[config.mk]
export PLATFORM = sky130hd
export DESIGN_NAME = drsd_top
export DESIGN_NICKNAME = d
export VERILOG_FILES = /design/src/rtl/drsd_top.v
export VERILOG_INCLUDE_DIRS = /design/src /design/src/rtl
export SDC_FILE = /design/constraint.sdc
export NUM_CORES = 1
export LEC_CHECK = 0
export ABC_AREA = 0
export BUFFER_PORTS_ARGS = -buffer_cell sky130_fd_sc_hd__buf_2
export CAP_MARGIN = 20
export CORE_MARGIN = 2
export CORE_UTILIZATION = 60
export CTS_CLUSTER_SIZE = 20
export DETAILED_ROUTE_END_ITERATION = 6
export GPL_TIMING_DRIVEN = 0
export PLACE_DENSITY = 0.88
export SLEW_MARGIN = 15
export SYNTH_ARGS = -nofsm -noshare
export SYNTH_HDL_FRONTEND = slang
export SYNTH_SLANG_ARGS = --single-unit
[constraint.sdc]
create_clock -name hclk -period 5.1 [get_ports hclk]
set_clock_uncertainty 0.05 [all_clocks]
set_input_delay 0.51 -clock hclk [delete_from_list [all_inputs] [get_ports hclk]]
set_output_delay 0.51 -clock hclk [all_outputs]
set_load 0.01 [all_outputs]
[src/rtl/drsd_regs.vh]
`ifndef DRSD_REGS_VH
`define DRSD_REGS_VH

// register byte offsets
`define DRSD_CMD_OFS      8'h00
`define DRSD_STATUS_OFS   8'h04
`define DRSD_OP_OFS       8'h08
`define DRSD_RECT_OFS     8'h0C
`define DRSD_CLRVAL_OFS   8'h10
`define DRSD_STENCIL_OFS  8'h14
`define DRSD_COUNT_OFS    8'h18

// packet header fields and expected codes
`define DRSD_HDR_TYPE_HI   31
`define DRSD_HDR_TYPE_LO   29
`define DRSD_HDR_SUB_HI    28
`define DRSD_HDR_SUB_LO    27
`define DRSD_HDR_OPC_HI    26
`define DRSD_HDR_OPC_LO    24
`define DRSD_HDR_SOPC_HI   23
`define DRSD_HDR_SOPC_LO   16
`define DRSD_HDR_LEN_HI    7
`define DRSD_HDR_LEN_LO    0
`define DRSD_GRAPHICS_COMMAND_TYPE    3'h3
`define DRSD_THREE_D_COMMAND_SUBTYPE  2'h3
`define DRSD_UNPIPELINED_STATE_OPCODE 3'h1
`define DRSD_DEPTH_SURFACE_SUB_OPCODE 8'h05
`define DRSD_LENGTH_BIAS              8'h02

// dword 1 fields
`define DRSD_TILED_BIT    27
`define DRSD_WALK_BIT     26

// operation register fields and modes
`define DRSD_OP_START_BIT 0
`define DRSD_OP_MODE_HI   2
`define DRSD_OP_MODE_LO   1
`define DRSD_MODE_DEPTH_RESOLVE 2'h0
`define DRSD_MODE_HIER_RESOLVE  2'h1
`define DRSD_MODE_HIER_OP_PKT   2'h2

// status bit positions
`define DRSD_ST_BUSY      0
`define DRSD_ST_TILED     1
`define DRSD_ST_WALK      2
`define DRSD_ST_LIN_ERR   3
`define DRSD_ST_WALK_ERR  4
`define DRSD_ST_HDR_MISS  5
`define DRSD_ST_PKT_ACT   6

// stencil
`define DRSD_EIGHT_BIT_STENCIL_FORMAT 8'h01
`define DRSD_CLRVAL_RESET 32'h0000_0000

`endif

[src/rtl/drsd_top.v]
// Notes on behaviour
// - depth resolve rewrites every fast-cleared block inside the rect register's rectangle so depth matches plain rendering.
// - after foreign depth writes, hier resolve rebuilds hierarchy to match plain rendering.
// - hier resolve also accepted via hier operation packet, same sequence.
// - separate stencil is eight-bit, column-major tiled, geometry inherited from depth.
// - stencil mip level ignored, forced zero; producer resends per level.
// - stencil held inside depth buffer remains supported.
// - surface packet is unpipelined state, length field biased by two dwords.
// - header matched on type, subtype, opcode and sub-opcode fields of dword 0.
// - tiled bit 27 must be one; linear surface flagged as error.
// - walk bit 26 must be column-major when tiled; ignored when linear.
//
// Chosen here: the AHB-Lite register port and the register addresses.
`timescale 1ns/1ps
`default_nettype none
`include "drsd_regs.vh"

module drsd_top #(
    parameter BX_MAX = 16,
    parameter BY_MAX = 16,
    parameter BLK_W  = 8
) (
    input  wire              hclk,
    input  wire              hresetn,
    input  wire              hsel,
    input  wire [31:0]       haddr,
    input  wire [1:0]        htrans,
    input  wire              hwrite,
    input  wire [2:0]        hsize,
    input  wire [31:0]       hwdata,
    input  wire              hready,
    output wire              hreadyout,
    output wire              hresp,
    output reg  [31:0]       hrdata,
    input  wire              blk_clear_valid,
    input  wire [BLK_W-1:0]  blk_clear_idx,
    output wire              depth_wr_valid,
    input  wire              depth_wr_ready,
    output reg  [BLK_W-1:0]  depth_wr_blk,
    output reg  [31:0]       depth_wr_data,
    output reg               hier_rebuild_valid,
    output reg  [BLK_W-1:0]  hier_rebuild_blk,
    output reg               op_done,
    output wire              surf_tiled,
    output wire              surf_column_major_walk,
    output wire              stencil_separate_en,
    output wire [7:0]        stencil_format,
    output wire [3:0]        stencil_lod,
    output wire              stencil_in_depth
);
    localparam NBLK = BX_MAX * BY_MAX;
    localparam S_IDLE = 2'h0;
    localparam S_SCAN = 2'h1;
    localparam S_WR   = 2'h2;
    localparam S_DONE = 2'h3;

    reg              dph_wr_ff;
    reg              dph_rd_ff;
    reg  [7:0]       dph_addr_ff;
    reg  [1:0]       state_ff;
    reg  [1:0]       mode_ff;
    reg  [7:0]       bx_ff;
    reg  [7:0]       by_ff;
    reg  [7:0]       rect_w_ff;
    reg  [7:0]       rect_h_ff;
    reg  [31:0]      clrval_ff;
    reg              stencil_en_ff;
    reg  [3:0]       lod_ff;
    reg              pkt_act_ff;
    reg  [7:0]       pkt_left_ff;
    reg              pkt_first_ff;
    reg              tiled_ff;
    reg              walk_ff;
    reg              hdr_miss_ff;
    reg  [15:0]      wr_count_ff;
    reg  [NBLK-1:0]  hz_cleared_ff;
    reg  [NBLK-1:0]  blk_wipe;
    reg  [1:0]       nxt_state;
    reg  [7:0]       nxt_bx;
    reg  [7:0]       nxt_by;
    reg  [BLK_W-1:0] cur_blk;
    reg  [31:0]      rd_mux;
    wire             busy;
    wire             addr_ok;
    wire             cmd_wr;
    wire             cmd_go;
    wire             op_go;
    wire             hdr_match;
    wire             last_x;
    wire             last_y;
    wire [7:0]       hdr_len;

    assign busy = (state_ff != S_IDLE);
    assign addr_ok = hsel & htrans[1] & hready;
    assign cmd_wr = dph_wr_ff & (dph_addr_ff == `DRSD_CMD_OFS);
    assign cmd_go = cmd_wr & ~busy;
    assign hreadyout = ~(cmd_wr & busy);
    assign hresp = 1'b0;
    assign op_go = dph_wr_ff & (dph_addr_ff == `DRSD_OP_OFS) & ~busy
                   & hwdata[`DRSD_OP_START_BIT]
                   & (hwdata[`DRSD_OP_MODE_HI:`DRSD_OP_MODE_LO] != 2'h3);

    assign hdr_match =
        (hwdata[`DRSD_HDR_TYPE_HI:`DRSD_HDR_TYPE_LO] == `DRSD_GRAPHICS_COMMAND_TYPE) &
        (hwdata[`DRSD_HDR_SUB_HI:`DRSD_HDR_SUB_LO] == `DRSD_THREE_D_COMMAND_SUBTYPE) &
        (hwdata[`DRSD_HDR_OPC_HI:`DRSD_HDR_OPC_LO] == `DRSD_UNPIPELINED_STATE_OPCODE) &
        (hwdata[`DRSD_HDR_SOPC_HI:`DRSD_HDR_SOPC_LO] == `DRSD_DEPTH_SURFACE_SUB_OPCODE);
    assign hdr_len = hwdata[`DRSD_HDR_LEN_HI:`DRSD_HDR_LEN_LO];

    // bus address phase capture
    always @(posedge hclk or negedge hresetn) begin
        if (!hresetn) begin
            dph_wr_ff <= 1'b0;
            dph_rd_ff <= 1'b0;
            dph_addr_ff <= 8'h00;
        end else if (hready) begin
            dph_wr_ff <= addr_ok & hwrite;
            dph_rd_ff <= addr_ok & ~hwrite;
            dph_addr_ff <= {haddr[7:2], 2'b00};
        end
    end

    always @* begin
        rd_mux = 32'h0000_0000;
        case ({haddr[7:2], 2'b00})
            `DRSD_STATUS_OFS: begin
                rd_mux[`DRSD_ST_BUSY] = busy;
                rd_mux[`DRSD_ST_TILED] = tiled_ff;
                rd_mux[`DRSD_ST_WALK] = walk_ff;
                rd_mux[`DRSD_ST_LIN_ERR] = ~tiled_ff;
                rd_mux[`DRSD_ST_WALK_ERR] = tiled_ff & ~walk_ff;
                rd_mux[`DRSD_ST_HDR_MISS] = hdr_miss_ff;
                rd_mux[`DRSD_ST_PKT_ACT] = pkt_act_ff;
            end
            `DRSD_OP_OFS: rd_mux[2:1] = mode_ff;
            `DRSD_RECT_OFS: rd_mux = {8'h00, rect_h_ff, 8'h00, rect_w_ff};
            `DRSD_CLRVAL_OFS: rd_mux = clrval_ff;
            `DRSD_STENCIL_OFS: rd_mux = {27'h000_0000, lod_ff, stencil_en_ff};
            `DRSD_COUNT_OFS: rd_mux = {16'h0000, wr_count_ff};
            default: rd_mux = 32'h0000_0000;
        endcase
    end

    // read data registered at address phase, stands in data phase
    always @(posedge hclk or negedge hresetn) begin
        if (!hresetn) begin
            hrdata <= 32'h0000_0000;
        end else if (addr_ok & ~hwrite) begin
            hrdata <= rd_mux;
        end
    end

    // software configuration registers
    always @(posedge hclk or negedge hresetn) begin
        if (!hresetn) begin
            rect_w_ff <= 8'h00;
            rect_h_ff <= 8'h00;
            clrval_ff <= `DRSD_CLRVAL_RESET;
            stencil_en_ff <= 1'b0;
            lod_ff <= 4'h0;
            mode_ff <= 2'h0;
        end else if (dph_wr_ff) begin
            if (dph_addr_ff == `DRSD_RECT_OFS) begin
                rect_w_ff <= hwdata[7:0];
                rect_h_ff <= hwdata[23:16];
            end
            if (dph_addr_ff == `DRSD_CLRVAL_OFS) begin
                clrval_ff <= hwdata;
            end
            if (dph_addr_ff == `DRSD_STENCIL_OFS) begin
                stencil_en_ff <= hwdata[0];
                lod_ff <= hwdata[4:1];
            end
            if (op_go) begin
                mode_ff <= hwdata[`DRSD_OP_MODE_HI:`DRSD_OP_MODE_LO];
            end
        end
    end

    // surface state packet parser
    always @(posedge hclk or negedge hresetn) begin
        if (!hresetn) begin
            pkt_act_ff <= 1'b0;
            pkt_left_ff <= 8'h00;
            pkt_first_ff <= 1'b0;
            tiled_ff <= 1'b1;
            walk_ff <= 1'b1;
            hdr_miss_ff <= 1'b0;
        end else begin
            if (cmd_go & ~pkt_act_ff & ~hdr_match) begin
                hdr_miss_ff <= 1'b1;
            end else if (dph_wr_ff & (dph_addr_ff == `DRSD_STATUS_OFS)
                         & hwdata[`DRSD_ST_HDR_MISS]) begin
                hdr_miss_ff <= 1'b0;
            end
            if (cmd_go & ~pkt_act_ff & hdr_match) begin
                pkt_act_ff <= 1'b1;
                pkt_first_ff <= 1'b1;
                // total dwords = length + 2, header already taken
                pkt_left_ff <= hdr_len + `DRSD_LENGTH_BIAS - 8'h01;
            end else if (cmd_go & pkt_act_ff) begin
                pkt_first_ff <= 1'b0;
                pkt_left_ff <= pkt_left_ff - 8'h01;
                if (pkt_left_ff == 8'h01) begin
                    pkt_act_ff <= 1'b0;
                end
                if (pkt_first_ff) begin
                    tiled_ff <= hwdata[`DRSD_TILED_BIT];
                    walk_ff <= hwdata[`DRSD_WALK_BIT];
                end
            end
        end
    end

    assign surf_column_major_walk = tiled_ff & walk_ff;
    assign surf_tiled = tiled_ff;
    // eight-bit stencil, column-major only, depth geometry
    assign stencil_separate_en = stencil_en_ff & tiled_ff & walk_ff;
    assign stencil_format = `DRSD_EIGHT_BIT_STENCIL_FORMAT;
    // stencil mip level forced to zero
    assign stencil_lod = 4'h0;
    assign stencil_in_depth = ~stencil_separate_en;

    assign last_x = (bx_ff + 8'h01 >= rect_w_ff) | (bx_ff == BX_MAX - 1);
    assign last_y = (by_ff + 8'h01 >= rect_h_ff) | (by_ff == BY_MAX - 1);

    always @* begin
        cur_blk = by_ff[BLK_W-1:0] * BX_MAX[BLK_W-1:0] + bx_ff[BLK_W-1:0];
    end

    // block walker
    always @* begin
        nxt_state = state_ff;
        nxt_bx = bx_ff;
        nxt_by = by_ff;
        case (state_ff)
            S_IDLE: begin
                if (op_go) begin
                    nxt_bx = 8'h00;
                    nxt_by = 8'h00;
                    nxt_state = S_SCAN;
                end
            end
            S_SCAN: begin
                // only stale blocks need a depth write
                if ((mode_ff == `DRSD_MODE_DEPTH_RESOLVE) & hz_cleared_ff[cur_blk]) begin
                    nxt_state = S_WR;
                end else if (last_x & last_y) begin
                    nxt_state = S_DONE;
                end else if (last_x) begin
                    nxt_bx = 8'h00;
                    nxt_by = by_ff + 8'h01;
                end else begin
                    nxt_bx = bx_ff + 8'h01;
                end
            end
            S_WR: begin
                if (depth_wr_ready) begin
                    if (last_x & last_y) begin
                        nxt_state = S_DONE;
                    end else if (last_x) begin
                        nxt_bx = 8'h00;
                        nxt_by = by_ff + 8'h01;
                        nxt_state = S_SCAN;
                    end else begin
                        nxt_bx = bx_ff + 8'h01;
                        nxt_state = S_SCAN;
                    end
                end
            end
            S_DONE: nxt_state = S_IDLE;
            default: nxt_state = S_IDLE;
        endcase
    end

    assign depth_wr_valid = (state_ff == S_WR);

    always @(posedge hclk or negedge hresetn) begin
        if (!hresetn) begin
            state_ff <= S_IDLE;
            bx_ff <= 8'h00;
            by_ff <= 8'h00;
            depth_wr_blk <= {BLK_W{1'b0}};
            depth_wr_data <= 32'h0000_0000;
            hier_rebuild_valid <= 1'b0;
            hier_rebuild_blk <= {BLK_W{1'b0}};
            op_done <= 1'b0;
            wr_count_ff <= 16'h0000;
        end else begin
            state_ff <= nxt_state;
            bx_ff <= nxt_bx;
            by_ff <= nxt_by;
            op_done <= (state_ff == S_DONE);
            if (op_go) begin
                wr_count_ff <= 16'h0000;
            end
            if (nxt_state == S_WR && state_ff == S_SCAN) begin
                // resolved value is the clear value
                depth_wr_blk <= cur_blk;
                depth_wr_data <= clrval_ff;
            end
            if (depth_wr_valid & depth_wr_ready) begin
                wr_count_ff <= wr_count_ff + 16'h0001;
            end
            // packet path shares the same walk
            hier_rebuild_valid <= (state_ff == S_SCAN) & (mode_ff != `DRSD_MODE_DEPTH_RESOLVE);
            hier_rebuild_blk <= cur_blk;
        end
    end

    // which blocks the resolve clears; set from pipeline wins
    always @* begin
        blk_wipe = {NBLK{1'b0}};
        if ((state_ff == S_WR) & depth_wr_ready) begin
            blk_wipe[cur_blk] = 1'b1;
        end
        if ((state_ff == S_SCAN) & (mode_ff != `DRSD_MODE_DEPTH_RESOLVE)) begin
            blk_wipe[cur_blk] = 1'b1;
        end
    end

    genvar gi;
    generate
        for (gi = 0; gi < NBLK; gi = gi + 1) begin : g_blk
            always @(posedge hclk or negedge hresetn) begin
                if (!hresetn) begin
                    hz_cleared_ff[gi] <= 1'b0;
                end else if (blk_clear_valid && blk_clear_idx == gi) begin
                    hz_cleared_ff[gi] <= 1'b1;
                end else if (blk_wipe[gi]) begin
                    hz_cleared_ff[gi] <= 1'b0;
                end
            end
        end
    endgenerate

endmodule
`default_nettype wire

==> reports/summary.txt <==
Rows: 68
drt pass-1 iters: 6
Mapped Cells: 2015
static leakage: 10.8 nW
largest net degree at the start of global routing: 113
Total GRT Usage: 35.3%
Wirelength per Cell: 23.8 µm
Setup-failing EPs final: 0
gp weighted congestion: 1.00
IO Port Bufs: 133
Layout area overhead: 13.9%
vias in the first global route: 18172
multi-input logic area: 9070 µm²
Die Span Y: 191 µm
CP required: 5.49 ns
Critical Path AT: 5.25 ns
Reg clk slew, reported paths: 0.06 ns
Via density: 6.72
worst slack at placement: -0.111 ns
share of cells above drive strength 1: 17.7%
total CTS buffers: 45
antenna violations before repair: 1
post-placement cell count: 2618
synthesis warning total: 0
setup ws final: 0.239 ns
Die Area: 36600 µm²
worst skew pair latency: 0.56 ns
synthesized area per cell: 10.5 µm²
Vias: 18157
Seq/Total Area, Yosys: 53.1%
H-tree Lvls: 2
unrepaired setup endpoints after global routing: false
Reg area: 11200 µm²
CTS root buf: clkbuf_16
fin crit share: 95.3%
worst min path class: in -> reg
Max Clk Rate: 206 MHz
Post-Route WL: 64400 µm
Core Region: 34500 µm²
final period demand of the worst path: 4.86 ns
Setup crit end kind: register
non-filler cells, final: 2700
Initial Util: 61.0%
fin. max-slew vios: 0
Yosys cell types: 58
Remaining DRCs: 0
run status: finished clean
drt first-iter violations: 2210
CP Class: reg -> reg
number of setup buffers added after CTS: 0
ys async rst share: 100%
post-route ant nets: 0
Final nets: 2326
Die X: 191 µm
Slew Limit Headroom: 34.6%
final hold viol count: 0
Synth Register Bits: 447
Least-Margin Pin Slew: 0.980 ns
fillers: 2453
fin util: 69.5%
clock sinks: 447
Post-synth EDFFs: 0
Remaining Overflow, GRT: 0
global-route wire length before repair: 99600 µm
clock tree buffer depth: 3
crit-path max FO: 10
Mapped Area: 21100 µm²
Cell Pwr Density: 426 nW/µm²
VDD IR-drop max: 0.000355 V
Final HPWL DP: 44800 µm
CTS tree: built
# IOs: 185
Max Cap Violations: 0
CP Launch Type: register
Post-synth top flop: dfrtp_1
[state kept, by name, summed over array words and instances (netlist names), 2 cells and up]
name              count
dph_addr_ff           6
depth_wr_blk          8
by_ff                 8
rect_h_ff             8
depth_wr_data        32
mode_ff               2
hrdata               32
lod_ff                4
clrval_ff            32
bx_ff                 8
pkt_left_ff           8
hz_cleared_ff       256
state_ff              2
wr_count_ff          16
rect_w_ff             8
hier_rebuild_blk      8
[metrics by stage]
stage / total power, mW / hold WS [ns] / setup TNS, ns / instance area [µm²]
global placement: 6.60 / 0.315 / -2162.11 / 22300
detailed placement: 6.74 / 0.330 / -3.29 / 22500
CTS: 10.1 / 0.137 / 0 / 24000
finish: 10.2 / 0.143 / 0 / 24000
floorplan: 5.81 / 0.164 / 0 / 21100
global route: 10.6 / 0.152 / 0 / 24000
[placed cells by master (no fill, tap or decap), types with 5 or more instances in the layout]
cell	netlist	final
nor2b_1	15	15
ha_1	32	32
mux2i_1	75	75
o211ai_1	6	6
dfrtp_1	445	445
conb_1	2	13
buf_4	20	19
a21o_1	5	5
inv_1	33	33
or3_1	5	5
and2_1	13	12
xnor2_1	12	12
nand3_1	66	66
clkbuf_1	110	119
a22oi_1	38	38
buf_6	8	8
nand2b_1	7	7
xor2_1	13	13
nand4_1	24	24
buf_2	12	141
o21ai_0	590	590
nor2_1	49	49
bufinv_16	0	5
and3_1	8	8
nand2_1	179	179
mux2_2	104	104
clkbuf_16	0	47
mux4_2	35	35
clkbuf_8	0	5
clkinv_2	0	10
nor3_1	8	8
a31oi_1	5	5
a21oi_1	37	37
[kinds of logic after synthesis]
family	after synthesis	synth area share, %
multiplexers	214	12.9
buffers and inverters	187	4.04
AND/OR/NAND/NOR	396	8.77
AO/OA/AOI/OAI	711	18.1
adder cells (fa/ha/maj)	33	2.00
XOR/XNOR	25	1.04
other	2	0.0357
flip-flops	447	53.1
[layer usage]
layer	wire length (µm)	global-route usage, %	vias up	part of all wire [%]
li1	-	-	7627	-
met1	23000	43.8	8901	36
met2	30000	56.5	1313	47
met3	7220	8.22	316	11
met4	4150	21.2	0	6.4
met5	0	0	-	0
[worst max-delay path, stage by stage (launching register included)]
cell	delay [ns]
dfrtp_1	0.55
clkbuf_4	0.35
and2_2	0.35
clkbuf_4	0.32
nand2_1	0.15
nor2_1	0.23
nand3_1	0.13
xnor2_1	0.18
ha_1	0.33
a41oi_1	0.30
or2_2	0.42
o21ai_0	0.20
a21oi_1	0.16
o31ai_4	0.43
buf_6	0.23
mux2_2	0.36
[cell usage after synthesis, types with 2 or more instances]
cell type	instances	area (µm²)
nand4b_1	2	17.5
ha_1	32	400
dfrtp_1	445	11100
and2_1	13	81.3
o2111ai_1	3	26.3
buf_1	3	11.3
nor2b_1	15	93.8
dfstp_2	2	52.6
o21ai_0	590	2950
a22o_1	4	35.0
inv_1	33	124
or4_1	2	15.0
a22oi_1	38	285
nand3b_1	3	22.5
nand4_1	24	150
nor2_1	49	184
o221ai_1	3	26.3
nand2_1	179	672
buf_4	20	150
conb_1	2	7.51
buf_6	8	90.1
o211ai_1	6	45.0
nand2b_1	7	43.8
mux4_2	35	788
and3_1	8	50.1
mux2i_1	75	751
a31oi_1	5	31.3
buf_2	12	60.1
nor4b_1	4	35.0
nor3_1	8	40.0
a221oi_1	3	26.3
o31ai_1	4	30.0
mux2_2	104	1170
clkbuf_1	110	413
xor2_1	13	114
or3_1	5	31.3
a21o_1	5	37.5
a222oi_1	3	30.0
or2_2	4	25.0
nand3_1	66	330
a21oi_1	37	185
xnor2_1	12	105
nor4_1	4	25.0
[timing repair]
item                                    in CTS  in global routing
hold buffers                                 1                  0
resized for setup                            0                  5
hold endpoints to repair                    74                  0
endpoints found under the setup margin      40                 42
[where the power goes]
group / switching, mW / internal [mW]
Sequential: 0.262 / 3.93
Combinational: 1.65 / 0.954
Clock: 1.42 / 2.01
Total: 3.33 / 6.89
[final timing paths]
path / startpoint / endpoint / slack [ns] / cells past startpoint
min in group asynchronous: hresetn / dph_addr_ff[2]$_DFFE_PN0P_ / 0.47 / 2
max reg2reg: bx_ff[1]$_DFFE_PN0P_ / depth_wr_data[29]$_DFFE_PN0P_ / 0.24 / 15
max in group asynchronous: hresetn / hz_cleared_ff[88]$_DFFE_PN0P_ / 3.20 / 4
max: bx_ff[1]$_DFFE_PN0P_ / depth_wr_data[29]$_DFFE_PN0P_ / 0.24 / 15
min: hwdata[15] / clrval_ff[15]$_DFFE_PN0P_ / 0.14 / 2
min reg2reg: bx_ff[3]$_DFFE_PN0P_ / hier_rebuild_blk[3]$_DFF_PN0_ / 0.35 / 0
[area by class of cell]
| type | count | share of cell area (%) |
|---|---|---|
| well taps | 455 | 2.37 |
| plain buffers | 151 | 3.03 |
| inverters | 34 | 0.532 |
| diodes | 2 | 0.0209 |
| repair buffers | 138 | 3.32 |
| clock inverters | 19 | 0.965 |
| multi-input cells | 1392 | 37.8 |
| flip-flops and latches | 447 | 46.6 |
| clock buffers | 62 | 5.34 |
No activity file was read; power rests on OpenSTA's default activity.
